==> src/ccu_pkg.sv <==
// Constants, register layout and state type of the capture/compare unit.
package ccu_pkg;
   localparam int NUM_CH = 7;
   localparam int CW     = 16;

   // Byte offsets on the register bus.
   localparam logic [7:0] OFS_TIMER_CTRL = 8'h00;
   localparam logic [7:0] OFS_COUNTER    = 8'h04;
   localparam logic [2:0] BLK_CHAN_CTRL  = 3'b010;
   localparam logic [2:0] BLK_CAPCOMP    = 3'b100;

   // Timer control fields.
   localparam int TC_MODE_LSB  = 0;
   localparam int TC_CLEAR_BIT = 2;
   localparam int TC_GRP_LSB   = 3;
   localparam int TC_HIZ_BIT   = 5;

   // Channel control fields.
   localparam int CC_FLAG_BIT  = 0;
   localparam int CC_COV_BIT   = 1;
   localparam int CC_OUT_BIT   = 2;
   localparam int CC_LVL_BIT   = 3;
   localparam int CC_CAP_BIT   = 4;
   localparam int CC_SYNC_BIT  = 5;
   localparam int CC_ISEL_LSB  = 6;
   localparam int CC_EDGE_LSB  = 8;
   localparam int CC_OMODE_LSB = 10;
   localparam int CC_LLD_LSB   = 13;

   // Reset values.
   localparam logic RST_HREADY = 1'b1;
   localparam logic RST_ZERO   = 1'b0;

   // Counter modes.
   localparam logic [1:0] MODE_STOP = 2'b00;
   localparam logic [1:0] MODE_UP   = 2'b01;
   localparam logic [1:0] MODE_CONT = 2'b10;
   localparam logic [1:0] MODE_UPDN = 2'b11;

   // Latch load events.
   localparam logic [1:0] LLD_IMM      = 2'b00;
   localparam logic [1:0] LLD_ZERO     = 2'b01;
   localparam logic [1:0] LLD_ZERO_PER = 2'b10;
   localparam logic [1:0] LLD_OLD      = 2'b11;

   // Latch grouping settings.
   localparam logic [1:0] GRP_NONE   = 2'b00;
   localparam logic [1:0] GRP_PAIR   = 2'b01;
   localparam logic [1:0] GRP_TRIPLE = 2'b10;
   localparam logic [1:0] GRP_ALL    = 2'b11;

   // Capture input selection.
   localparam logic [1:0] ISEL_A = 2'b00;
   localparam logic [1:0] ISEL_B = 2'b01;
   localparam logic [1:0] ISEL_G = 2'b10;
   localparam logic [1:0] ISEL_V = 2'b11;

   // Output modes.
   localparam logic [2:0] OM_OUTPUT = 3'b000;
   localparam logic [2:0] OM_SET    = 3'b001;
   localparam logic [2:0] OM_TOG_RS = 3'b010;
   localparam logic [2:0] OM_SET_RS = 3'b011;
   localparam logic [2:0] OM_TOGGLE = 3'b100;
   localparam logic [2:0] OM_RESET  = 3'b101;
   localparam logic [2:0] OM_TOG_ST = 3'b110;
   localparam logic [2:0] OM_RST_ST = 3'b111;

   localparam logic [CW-1:0] CNT_ONE = 16'h0001;
   localparam logic [CW-1:0] CNT_ZERO = 16'h0000;

   typedef struct packed {
      logic [CW-1:0]                 cnt;
      logic                          dir;
      logic [1:0]                    mode;
      logic [1:0]                    grp;
      logic                          hiz_sel;
      logic [NUM_CH-1:0][CW-1:0]     ccr;
      logic [NUM_CH-1:0][CW-1:0]     latch;
      logic [NUM_CH-1:0]             cap_sel;
      logic [NUM_CH-1:0]             sync;
      logic [NUM_CH-1:0][1:0]        isel;
      logic [NUM_CH-1:0][1:0]        edge_sel;
      logic [NUM_CH-1:0][2:0]        omode;
      logic [NUM_CH-1:0][1:0]        lld;
      logic [NUM_CH-1:0]             flag;
      logic [NUM_CH-1:0]             cov;
      logic [NUM_CH-1:0]             swout;
      logic [NUM_CH-1:0]             unread;
      logic [NUM_CH-1:0]             pend;
      logic [NUM_CH-1:0]             prev_lvl;
      logic [NUM_CH-1:0]             edge_dly;
      logic [NUM_CH-1:0]             out;
      logic [NUM_CH-1:0]             oen;
      logic [7:0]                    addr;
      logic                          wr_pend;
      logic                          rd_pend;
      logic                          hreadyout;
      logic [31:0]                   hrdata;
   } ccu_state_t;
endpackage

==> src/ccu_output_unit.sv <==
// Next-value logic of one channel output unit.
`timescale 1ns/1ps
module ccu_output_unit (
   input  wire logic [2:0] mode,
   input  wire logic       chan_equal,
   input  wire logic       period_equal,
   input  wire logic       cur,
   input  wire logic       sw_bit,
   input  wire logic       timer_clear,
   output logic            nxt
);
   always_comb begin
      nxt = cur;
      unique case (mode)
         ccu_pkg::OM_OUTPUT: nxt = sw_bit;
         ccu_pkg::OM_SET: begin
            if (chan_equal) nxt = 1'b1;
            else if (timer_clear) nxt = 1'b0;
         end
         ccu_pkg::OM_TOG_RS: begin
            if (period_equal) nxt = 1'b0;
            else if (chan_equal) nxt = ~cur;
         end
         ccu_pkg::OM_SET_RS: begin
            if (period_equal) nxt = 1'b0;
            else if (chan_equal) nxt = 1'b1;
         end
         ccu_pkg::OM_TOGGLE: begin
            if (chan_equal) nxt = ~cur;
         end
         ccu_pkg::OM_RESET: begin
            if (chan_equal) nxt = 1'b0;
         end
         ccu_pkg::OM_TOG_ST: begin
            if (period_equal) nxt = 1'b1;
            else if (chan_equal) nxt = ~cur;
         end
         ccu_pkg::OM_RST_ST: begin
            if (period_equal) nxt = 1'b1;
            else if (chan_equal) nxt = 1'b0;
         end
      endcase
   end
endmodule // ccu_output_unit

==> src/ccu_top.sv <==
// Timer counter with seven capture/compare channels behind an AHB-Lite slave.
// Operation
// - Counting down in up/down mode, a new period waits until zero is reached.
// - Counting up, a period not below the count is reached before reversing.
// - Counting up, a period below the current count starts the descent.
// - Capture-select chooses capture; input and edge fields pick source and edges.
// - A selected edge copies the counter into the register and sets the flag.
// - A status bit shows the live level of the selected capture input.
// - Synchronise bit delays each capture by one timer clock.
// - A second capture before reading sets overflow; only software clears it.
// - Both-edge capture on supply/ground: each software toggle gives one capture.
// - In compare mode counting onto the latch sets flag and equality.
// - The compare latch is hidden and loaded from the register on an event.
// - Load event 00 loads on write; 01 loads when counting to zero.
// - Event 10 adds old period in up/down; 11 loads at the old latch.
// - Latches group for joint update under the lowest channel, else channel one.
// - A controlling load event of zero disables grouping entirely.
// - Grouped latches load once all members are written and the event occurs.
// - Groupings: none, pairs from one, triples from one, all under channel one.
// - With the pin function selected and its pin high, outputs float.
// - Outputs change on the clock edge from channel and period equality.
// - Mode 0 follows the software bit, 1 sets at match, 5 resets.
// - Mode 2 toggles/resets, 3 sets/resets, 4 toggles.
// - Mode 6 toggles/sets, 7 resets/sets.
`timescale 1ns/1ps
module ccu_top (
   input  wire logic                        hclk,
   input  wire logic                        hresetn,
   input  wire logic                        hsel,
   input  wire logic [31:0]                 haddr,
   input  wire logic [1:0]                  htrans,
   input  wire logic                        hwrite,
   input  wire logic [2:0]                  hsize,
   input  wire logic [31:0]                 hwdata,
   input  wire logic                        hready,
   output logic                             hreadyout,
   output logic                             hresp,
   output logic [31:0]                      hrdata,
   input  wire logic [ccu_pkg::NUM_CH-1:0]  capture_input_a,
   input  wire logic [ccu_pkg::NUM_CH-1:0]  capture_input_b,
   input  wire logic                        outputs_hiz_pin,
   output logic [ccu_pkg::NUM_CH-1:0]       chan_output,
   output logic [ccu_pkg::NUM_CH-1:0]       chan_output_en
);
   ccu_pkg::ccu_state_t                     q;
   ccu_pkg::ccu_state_t                     next_q;
   logic [ccu_pkg::NUM_CH-1:0]              lvl;
   logic [ccu_pkg::NUM_CH-1:0]              sw_next;
   logic [ccu_pkg::NUM_CH-1:0]              onext;
   logic [ccu_pkg::NUM_CH-1:0]              equ;
   logic [ccu_pkg::NUM_CH-1:0]              wr_ctl;
   logic [ccu_pkg::NUM_CH-1:0]              wr_ccr;
   logic [ccu_pkg::NUM_CH-1:0][31:0]        ctl_word;
   logic [ccu_pkg::CW-1:0]                  nc;
   logic                                    nd;
   logic                                    counting;
   logic                                    at_zero;
   logic                                    at_per;
   logic                                    wr_tc;
   logic                                    wr_cnt;
   logic                                    clr;
   logic                                    is_ctl;
   logic                                    is_ccr;
   logic [2:0]                              widx;
   logic                                    edge_hit;
   logic                                    cap;
   logic                                    grouped;
   logic                                    ready;
   logic                                    ev;
   logic [2:0]                              ctl_ch;
   logic [2:0]                              ref_ch;
   logic [1:0]                              own_lld;

   // Controlling channel of a latch under a grouping setting.
   function automatic logic [2:0] ctrl_of(input logic [2:0] idx, input logic [1:0] grp);
      logic [2:0] r;
      r = idx;
      unique case (grp)
         ccu_pkg::GRP_NONE:   r = idx;
         ccu_pkg::GRP_PAIR:   r = (idx == 3'd0 || idx[0]) ? idx : 3'(idx - 3'd1);
         ccu_pkg::GRP_TRIPLE: r = (idx == 3'd0) ? 3'd0 : ((idx <= 3'd3) ? 3'd1 : 3'd4);
         ccu_pkg::GRP_ALL:    r = 3'd1;
      endcase
      return r;
   endfunction

   function automatic logic load_event(input logic [1:0] ld, input logic [1:0] mode,
                                       input logic zero, input logic per, input logic old);
      logic r;
      r = 1'b0;
      unique case (ld)
         ccu_pkg::LLD_IMM:      r = 1'b0;
         ccu_pkg::LLD_ZERO:     r = zero;
         ccu_pkg::LLD_ZERO_PER: r = zero | ((mode == ccu_pkg::MODE_UPDN) & per);
         ccu_pkg::LLD_OLD:      r = old;
      endcase
      return r;
   endfunction

   assign is_ctl = (q.addr[7:5] == ccu_pkg::BLK_CHAN_CTRL) && (q.addr[4:2] != 3'd7) && (q.addr[1:0] == 2'b00);
   assign is_ccr = (q.addr[7:5] == ccu_pkg::BLK_CAPCOMP) && (q.addr[4:2] != 3'd7) && (q.addr[1:0] == 2'b00);
   assign widx   = q.addr[4:2];
   assign wr_tc  = q.wr_pend && (q.addr == ccu_pkg::OFS_TIMER_CTRL);
   assign wr_cnt = q.wr_pend && (q.addr == ccu_pkg::OFS_COUNTER);
   assign clr    = wr_tc && hwdata[ccu_pkg::TC_CLEAR_BIT];

   genvar g;
   generate
      for (g = 0; g < ccu_pkg::NUM_CH; g++) begin : g_ch
         assign lvl[g] = (q.isel[g] == ccu_pkg::ISEL_A) ? capture_input_a[g] :
                         (q.isel[g] == ccu_pkg::ISEL_B) ? capture_input_b[g] :
                         (q.isel[g] == ccu_pkg::ISEL_V);
         assign wr_ctl[g]  = q.wr_pend && is_ctl && (widx == 3'(g));
         assign wr_ccr[g]  = q.wr_pend && is_ccr && (widx == 3'(g));
         assign sw_next[g] = wr_ctl[g] ? hwdata[ccu_pkg::CC_OUT_BIT] : q.swout[g];
         assign ctl_word[g] = {17'h0_0000, q.lld[g], q.omode[g], q.edge_sel[g], q.isel[g], q.sync[g],
                               q.cap_sel[g], lvl[g], q.swout[g], q.cov[g], q.flag[g]};
         ccu_output_unit u_out (
            .mode         (q.omode[g]),
            .chan_equal   (equ[g]),
            .period_equal (equ[0]),
            .cur          (q.out[g]),
            .sw_bit       (sw_next[g]),
            .timer_clear  (clr),
            .nxt          (onext[g])
         );
      end
   endgenerate

   always_comb begin
      next_q   = q;
      nc       = q.cnt;
      nd       = q.dir;
      equ      = '0;
      edge_hit = 1'b0;
      cap      = 1'b0;
      grouped  = 1'b0;
      ready    = 1'b0;
      ev       = 1'b0;
      ctl_ch   = 3'd0;
      ref_ch   = 3'd0;
      own_lld  = ccu_pkg::LLD_IMM;

      // Bus handshake: writes take no wait state, reads take one.
      next_q.wr_pend   = hsel && htrans[1] && hready && hwrite;
      next_q.rd_pend   = hsel && htrans[1] && hready && !hwrite;
      next_q.hreadyout = !(hsel && htrans[1] && hready && !hwrite);
      if (hsel && htrans[1] && hready) begin
         next_q.addr = haddr[7:0];
      end

      unique case (q.mode)
         ccu_pkg::MODE_STOP: nc = q.cnt;
         ccu_pkg::MODE_UP: begin
            if (q.latch[0] == ccu_pkg::CNT_ZERO || q.cnt >= q.latch[0]) nc = ccu_pkg::CNT_ZERO;
            else nc = q.cnt + ccu_pkg::CNT_ONE;
         end
         ccu_pkg::MODE_CONT: nc = q.cnt + ccu_pkg::CNT_ONE;
         ccu_pkg::MODE_UPDN: begin
            if (q.latch[0] == ccu_pkg::CNT_ZERO) begin
               nc = ccu_pkg::CNT_ZERO;
               nd = 1'b0;
            end else if (!q.dir) begin
               // Reverse only once the count meets or passes the period.
               if (q.cnt >= q.latch[0]) begin
                  nd = 1'b1;
                  nc = q.cnt - ccu_pkg::CNT_ONE;
               end else begin
                  nc = q.cnt + ccu_pkg::CNT_ONE;
               end
            end else begin
               // Descent ignores the period until zero.
               if (q.cnt == ccu_pkg::CNT_ZERO) begin
                  nc = ccu_pkg::CNT_ONE;
                  nd = 1'b0;
               end else begin
                  nc = q.cnt - ccu_pkg::CNT_ONE;
                  if (nc == ccu_pkg::CNT_ZERO) nd = 1'b0;
               end
            end
         end
      endcase
      counting = (q.mode != ccu_pkg::MODE_STOP) && (nc != q.cnt) && !clr && !wr_cnt;
      at_zero  = counting && (nc == ccu_pkg::CNT_ZERO);
      at_per   = counting && (nc == q.latch[0]);

      if (clr) begin
         next_q.cnt = ccu_pkg::CNT_ZERO;
         next_q.dir = 1'b0;
      end else if (wr_cnt) begin
         next_q.cnt = hwdata[ccu_pkg::CW-1:0];
      end else if (q.mode != ccu_pkg::MODE_STOP) begin
         next_q.cnt = nc;
         next_q.dir = nd;
      end

      if (wr_tc) begin
         next_q.mode    = hwdata[ccu_pkg::TC_MODE_LSB +: 2];
         next_q.grp     = hwdata[ccu_pkg::TC_GRP_LSB +: 2];
         next_q.hiz_sel = hwdata[ccu_pkg::TC_HIZ_BIT];
      end

      for (int i = 0; i < ccu_pkg::NUM_CH; i++) begin
         // Compare equality when counting onto the latch.
         equ[i] = !q.cap_sel[i] && counting && (nc == q.latch[i]);
         // Edge selection on the chosen input.
         edge_hit = q.cap_sel[i] &&
                    ((q.edge_sel[i][0] && lvl[i] && !q.prev_lvl[i]) ||
                     (q.edge_sel[i][1] && !lvl[i] && q.prev_lvl[i]));
         next_q.prev_lvl[i] = lvl[i];
         next_q.edge_dly[i] = edge_hit;
         cap = q.cap_sel[i] && (q.sync[i] ? q.edge_dly[i] : edge_hit);

         if (wr_ctl[i]) begin
            next_q.flag[i]     = hwdata[ccu_pkg::CC_FLAG_BIT];
            next_q.cov[i]      = hwdata[ccu_pkg::CC_COV_BIT];
            next_q.swout[i]    = hwdata[ccu_pkg::CC_OUT_BIT];
            next_q.cap_sel[i]  = hwdata[ccu_pkg::CC_CAP_BIT];
            next_q.sync[i]     = hwdata[ccu_pkg::CC_SYNC_BIT];
            next_q.isel[i]     = hwdata[ccu_pkg::CC_ISEL_LSB +: 2];
            next_q.edge_sel[i] = hwdata[ccu_pkg::CC_EDGE_LSB +: 2];
            next_q.omode[i]    = hwdata[ccu_pkg::CC_OMODE_LSB +: 3];
            next_q.lld[i]      = hwdata[ccu_pkg::CC_LLD_LSB +: 2];
         end
         if (q.rd_pend && is_ccr && widx == 3'(i)) begin
            next_q.unread[i] = 1'b0;
         end
         if (wr_ccr[i]) begin
            next_q.ccr[i] = hwdata[ccu_pkg::CW-1:0];
         end
         // Capture stores the count, sets the flag and flags overrun.
         if (cap) begin
            next_q.ccr[i]    = q.cnt;
            next_q.unread[i] = 1'b1;
            if (q.unread[i]) next_q.cov[i] = 1'b1;
         end
         if (cap || equ[i]) begin
            next_q.flag[i] = 1'b1;
         end

         // Effective load event of this latch.
         ctl_ch  = ctrl_of(3'(i), q.grp);
         grouped = (q.grp != ccu_pkg::GRP_NONE) && (q.lld[ctl_ch] != ccu_pkg::LLD_IMM);
         ref_ch  = grouped ? ctl_ch : 3'(i);
         own_lld = q.lld[ctl_ch];
         // Every member of the group must have been written.
         ready = q.pend[i];
         if (grouped) begin
            for (int j = 0; j < ccu_pkg::NUM_CH; j++) begin
               if (ctrl_of(3'(j), q.grp) == ctl_ch && !q.pend[j]) ready = 1'b0;
            end
         end
         ev = load_event(own_lld, q.mode, at_zero, at_per, counting && (nc == q.latch[ref_ch]));
         if (own_lld == ccu_pkg::LLD_IMM) begin
            next_q.pend[i] = 1'b0;
            if (wr_ccr[i]) next_q.latch[i] = hwdata[ccu_pkg::CW-1:0];
         end else if (ev && ready) begin
            next_q.latch[i] = q.ccr[i];
            next_q.pend[i]  = wr_ccr[i];
         end else begin
            next_q.pend[i]  = q.pend[i] | wr_ccr[i];
         end
      end

      // Outputs advance on the clock edge.
      next_q.out = onext;
      next_q.oen = {ccu_pkg::NUM_CH{!(q.hiz_sel && outputs_hiz_pin)}};

      if (q.rd_pend) begin
         next_q.hrdata = 32'h0000_0000;
         if (q.addr == ccu_pkg::OFS_TIMER_CTRL) begin
            next_q.hrdata = {26'h000_0000, q.hiz_sel, q.grp, 1'b0, q.mode};
         end else if (q.addr == ccu_pkg::OFS_COUNTER) begin
            next_q.hrdata = {16'h0000, q.cnt};
         end else if (is_ctl) begin
            next_q.hrdata = ctl_word[widx];
         end else if (is_ccr) begin
            next_q.hrdata = {16'h0000, q.ccr[widx]};
         end
      end
   end

   always_ff @(posedge hclk or negedge hresetn) begin
      if (!hresetn) begin
         q           <= '0;
         q.hreadyout <= ccu_pkg::RST_HREADY;
         q.oen       <= {ccu_pkg::NUM_CH{ccu_pkg::RST_HREADY}};
      end else begin
         q <= next_q;
      end
   end

   assign hreadyout      = q.hreadyout;
   assign hresp          = ccu_pkg::RST_ZERO;
   assign hrdata         = q.hrdata;
   assign chan_output    = q.out;
   assign chan_output_en = q.oen;
endmodule // ccu_top

==> config.mk <==
export PLATFORM = sky130hd
export DESIGN_NAME = ccu_top
export DESIGN_NICKNAME = d
export VERILOG_FILES = /design/src/ccu_pkg.sv /design/src/ccu_output_unit.sv /design/src/ccu_top.sv
export SDC_FILE = /design/constraint.sdc
export NUM_CORES = 1
export LEC_CHECK = 0
export BUFFER_PORTS_ARGS = -buffer_cell sky130_fd_sc_hd__buf_4
export CORE_MARGIN = 2
export CORE_UTILIZATION = 34
export DETAILED_ROUTE_END_ITERATION = 8
export SLEW_MARGIN = 10
export SYNTH_ARGS = -nofsm -noshare
export SYNTH_HDL_FRONTEND = slang
export SYNTH_HIERARCHICAL = 1
export SYNTH_SLANG_ARGS = --single-unit
export TNS_END_PERCENT = 100
==> constraint.sdc <==
create_clock -name hclk -period 14.95 [get_ports hclk]
set_input_delay 2.99 -clock hclk [delete_from_list [all_inputs] [get_ports hclk]]
set_output_delay 2.99 -clock hclk [all_outputs]
set_load 0.005 [all_outputs]
; ---- Yosys cells after proc, flatten, opt, wreduce, memory -nomap -nowiden
; Cells that the tools add are included.
[word_totals]
ff_bits = 423
input_bits = 89
[classes]
addsub = 2
magnitude_cmp = 16
eq_ne = 188
muxes = 357
n_bitwise = 16
reduce_logical = 308
[ops]
columns = op, n
row1 = two-way mux 16 bit, 43
row2 = binary-select mux 16 bit (select 3 bit), 8
row3 = equality test 16 bit, 14
row4 = two-way mux 1 bit, 207
row5 = two-way mux 3 bit, 57
row6 = logical AND 1 bit, 167
row7 = equality test 3 bit, 49
row8 = two-way mux 32 bit, 4
row9 = binary-select mux 32 bit (select 3 bit), 1
row10 = equality test 3 bit (second input constant), 32
row11 = nonzero test 2 bit, 39
row12 = logical NOT 16 bit, 4
row13 = one-hot mux 16 bit (4 select lines), 1
row14 = less-than comparator 3 x 4 -> 1 bit (second input constant), 15
row15 = equality test 3 x 2 -> 1 bit (second input constant), 17
row16 = equality test 2 bit (second input constant), 25
row17 = one-hot mux 1 bit (8 select lines), 6
row18 = binary-select mux 2 bit (select 3 bit), 7
row19 = != test 3 x 2 -> 1 bit (second input constant), 13
row20 = logical NOT 2 bit, 17
row21 = two-way mux 17 bit, 2
row22 = logical NOT 1 bit, 33
row23 = equality test 2 x 1 -> 1 bit (second input constant), 16
row24 = one-hot mux 1 bit (4 select lines), 7
row25 = other kinds (27), 103

; ---- Logic depth before layout (Yosys ltp)
[logic_depth]
depth_word = 21
ltp_mapped = 24
mapped_depth_nobuf = 19

; ---- By module
; The synthesis kept the hierarchy.
[modules_own_cells]
columns = module, instances, cells_per_inst, area_per_inst_um2, seq_area_each_um2
row1 = ccu_top, 1, 2996, 27964.3, 10187.3
row2 = ccu_output_unit, 7, 13, 105.1, 0.0

; ---- Worst setup path after synthesis
; OpenSTA, ideal clock, no wires.
[synth_timing]
path_type = flip-flop to flip-flop
start = register q[413] (netlist name)
end = register q (netlist bit chan_output[0])
setup_time_ps = 121
t_arrival_ps = 6246
path_slack_ps = 8583
path_stages_with_launch = 21
n_path_buf = 3
period_less_slack_ps = 6367
cell_sequence = dfrtp_1 -> clkbuf_1 -> clkbuf_1 -> inv_1 -> ha_1 -> and3_1 -> o21ai_0 -> a311o_1 -> clkbuf_1 -> nand3_1 -> o31ai_1 -> xnor2_1 -> o21ai_0 -> or4_1 -> or4_4 -> nor3_1 -> inv_1 -> ha_1 -> nor2b_1 -> a221o_1 -> a22o_1
[synth_lines]
columns = element, line_no
row1 = from (decl), ccu_top.sv:45  ; ccu_pkg::ccu_state_t q;
row2 = from (signal assigned), ccu_top.sv:289  ; q <= next_q;

; ---- Worst setup path after layout
[layout_timing]
start = register q[414] (netlist name)
end = register q[274] (netlist name)
[layout_via]
elab_chain_len = 16
elab_cells_between_ends = 27
cone_classes = add/sub (2) / order compare (1) / eq/ne (3) / mux (7) / bitwise (2) / reduce/logical (12)
[layout_rtl]
columns = element, line_no
row1 = "adder 16 x 1 -> 16 bit, or another cell as far along", "ccu_top.sv:156, ccu_top.sv:158, ccu_top.sv:169"
row2 = "two-way mux 16 bit, on equally long branches", "ccu_top.sv:165, ccu_top.sv:173"
row3 = two-way mux 16 bit, ccu_top.sv:163  ; end else if (!q.dir) begin
row4 = two-way mux 16 bit, ccu_top.sv:160  ; if (q.latch[0] == ccu_pkg::CNT_ZERO) begin
row5 = one-hot mux 16 bit (4 select lines), ccu_top.sv:152  ; unique case (q.mode)
row6 = != test 16 bit, ccu_top.sv:183  ; counting = (q.mode != ccu_pkg::MODE_STOP) && (nc != q.cnt) && !clr && !wr_cnt;
row7 = logical AND 1 bit (3 in a row), ccu_top.sv:183
row8 = logical AND 1 bit, ccu_top.sv:185  ; at_per = counting && (nc == q.latch[0]);
row9 = AND 1 bit, ccu_top.sv:94  ; ccu_pkg::LLD_ZERO_PER: r = zero | ((mode == ccu_pkg::MODE_UPDN) & per);
row10 = bitwise OR 1 bit, ccu_top.sv:94
row11 = one-hot mux 1 bit (4 select lines) *, ccu_top.sv:91  ; unique case (ld)
row12 = logical AND 1 bit *, ccu_top.sv:257  ; end else if (ev && ready) begin
row13 = nonzero test 2 bit (no source line) *, -
row14 = AND reduction 2 bit (no source line) *, -
; Mark *: on every way between the ends. The rest lies on a longest branch, timed or not.
; A chain may end at the register's enable or synchronous reset.

==> run summary <==
Via-to-Cell Ratio: 6.169
Final hold vios: 0
Post-CTS Resized: 0
Clock root cell: clkbuf_16
Max Slew Vio Count: 0
Share of layout cells above drive strength 1: 0.1811
R2R Setup Slk: 7.66 ns
Setup bufs post-CTS: 0
Core outline area: 83560 um^2
Initial DRC count: 3386
CP max FO: 16
Critical path, cell by cell: buf_4 > ha_1 > and3_1 > o21ai_0 > a311o_1 > nand3_2 > a211oi_1 > or3_1 > nand4b_1 > nor4_1 > nand3_1 > o22ai_1 > nand2_1 > o211ai_2 > mux2_1
Diodes inserted: 0
Slowest cell on crit path: o211ai_2
Final Cycle Share: 0.4876
Total gr overflow: 0
CTS tree: yes
WS Path Type: flop to flop
IO Port Bufs: 75
Fin crit period: 7.290 ns
Vias in the first global route: 24279
Synth Instances: 3087
Latest clock arrival within the worst-skew pair: 0.63 ns
DP Worst Slack: 7.997 ns
Most frequent cells in the layout: dfrtp_1 (400), nand2_1 (357), mux2i_1 (240), o21ai_0 (229), nor2_1 (207)
FF+latch count, synth: 407
Routed WL per cell: 29.94 um
Synth top area share: 0.3531
RSZ-0062 raised after global routing: no
Status: finished, final reports clean
YS warnings: 6
P_leak: 13.54 nW
Commonest non-fill, non-tap cell in the layout: dfrtp_1
Starting Density: 0.3435
First-pass GRT wire length: 178500 um
Worst slew margin: 0.1929
Crit path capture type: flop
Maximum vdd drop: 86.26 uV
Worst-margin pin slew: 1.205 ns
Synth cell types: 100
Number of synthesized flops with an enable pin: 0
Max H-tree Level: 2
Worst Setup Slack, final: 7.660 ns
GPL Wtd Cong: 1.015
Area added between synthesis and finish: 10.44%
Clock transition at path regs: 0.06 ns
Worst path max stage delay: 0.91 ns
Antenna violations before repair: 4
Synth Flop Type: dfrtp_1
Arrival time worst endpoint: 7.77 ns
Die ar.: 86750 um^2
DRT Pass-1 Iters: 8
CP required: 15.43 ns
# rows: 106
Die Wd: 294.5 um
Final wirelength: 124100 um
Mean Syn Cell Area: 9.297 um^2
Ys async rst share: 1.000
Max frequency: 137.2 MHz
Maxcap violations: 0
DIE HEIGHT: 294.5 um
Post-synthesis sequential area ratio: 0.3550
Final net count: 3150
DRC errors left: 0
Top cells by area, synth: dfrtp_1 (35%), mux2i_1 (8.4%), mux2_2 (7.2%)
Maximum clock insertion buffer count: 3
Post-DP HPWL: 85430 um
Setup TNS: 0 ns
Total clock sinks: 407
Total GRT Usage: 0.2814
Largest net degree at the start of global routing: 109
Setup violators final: 0
PD cells: 143.6 nW/um^2
Antenna-violating nets left: 0
Ports: 137
Crit start category: flop
Clock skew: 0.03774 ns
Hold_buf cts: 0
Worst Hold Class: flop to flop
Post-Syn Area: 28700 um^2
CTS buffer count: 46
Via count: 25565
Post-Route Utilization: 0.3794
Area leader, netlist: dfrtp_1
==> synth_stat cells, types with 10 or more instances <==
library cell  number
a211oi_1          23
a2111oi_0         10
mux2i_1          240
a21oi_1          106
or4_1             14
mux4_2            32
nand3_1           44
dfrtp_1          405
o22ai_1           31
a221o_1           18
clkbuf_1         196
nor3_1            47
and2_1            16
o221ai_1          13
nor2b_1           20
nand2_1          357
buf_4             49
ha_1              34
a221oi_1          12
a22o_1            20
nand4_1           28
mux2_1            59
mux2_2           184
buf_1             34
inv_1             76
o211ai_1          30
a31oi_1           24
o21ai_0          229
xor2_1            63
a222oi_1          10
a2bb2oi_1         16
xnor2_1          119
a22oi_1           17
and3_1            12
nor2_1           213
nor4_1            31
or3_1             22
mux2_4            34
nand2b_1          21
a21o_1            14
==> state kept, by name, summed over array words and instances (netlist names) <==
signal          cells
q                 284
ctl_word           98
hrdata             16
chan_output         7
chan_output_en      1
hreadyout           1
==> layout make-up <==
class	instances	area, um^2
inverters	79	296.5
clock inverters	15	178.9
repair buffers	172	1299
clock buffers	70	1361
well taps	1080	1351
flip-flops and latches	407	10200
multi-input cells	2321	17010
fillers	8431	51860
==> logic make-up after synthesis <==
kind of cell / share of synthesized area
and+or+nand+nor: 0.1379
AOI/OAI and AO/OA: 0.1562
muxes: 0.2227
DFF: 0.3550
buffers and inverters: 0.05772
xor gates and xnor gates: 0.05554
adders and majority gates: 0.01482
other: 0.0001307
==> path summary, 6_finish.rpt <==
kind,from,end,cells after the start
max,q[414]$_DFFE_PN0P_,q[274]$_DFFE_PN0P_,15
min,q[40]$_DFFE_PN0P_,q[40]$_DFFE_PN0P_,1
max reg2reg,q[414]$_DFFE_PN0P_,q[274]$_DFFE_PN0P_,15
min reg2reg,q[40]$_DFFE_PN0P_,q[40]$_DFFE_PN0P_,1
max in group asynchronous,hresetn,q[63]$_DFF_PN0_,3
min in group asynchronous,hresetn,q[39]$_DFFE_PN0P_,1
==> per-layer routing <==
layer | part of all wire | track usage
met1 | 0.41 | 0.3783
met2 | 0.43 | 0.4237
met3 | 0.093 | 0.05656
met4 | 0.064 | 0.1528
met5 | 0.00023 | 0
==> metrics by stage <==
step,total power [mW],hold slack (ns),area (um^2),cells
5_1_grt,4.688,0.5056,31700,4144
4_1_cts,4.479,0.4993,31700,4144
3_5_place_dp,3.300,0.4853,30160,4059
6_report,4.553,0.4943,31700,4144
2_1_floorplan,2.535,0.3856,28760,3103
3_3_place_gp,3.295,0.4772,30160,4059
==> critical path, delay by kind of cell, from the launching register on <==
kind / cells / cell delay (ns)
and+or+nand+nor: 7 / 2.71
AOI/OAI and AO/OA: 5 / 2.52
DFF: 1 / 0.83
buffers and inverters: 1 / 0.39
muxes: 1 / 0.39
adders and majority gates: 1 / 0.29
==> report_power, final <==
part,internal [mW],switching [mW]
combinational,0.667,1.37
clock,0.653,0.523
sequential,1.21,0.130
Note: power is estimated with default switching activity, not from simulation.
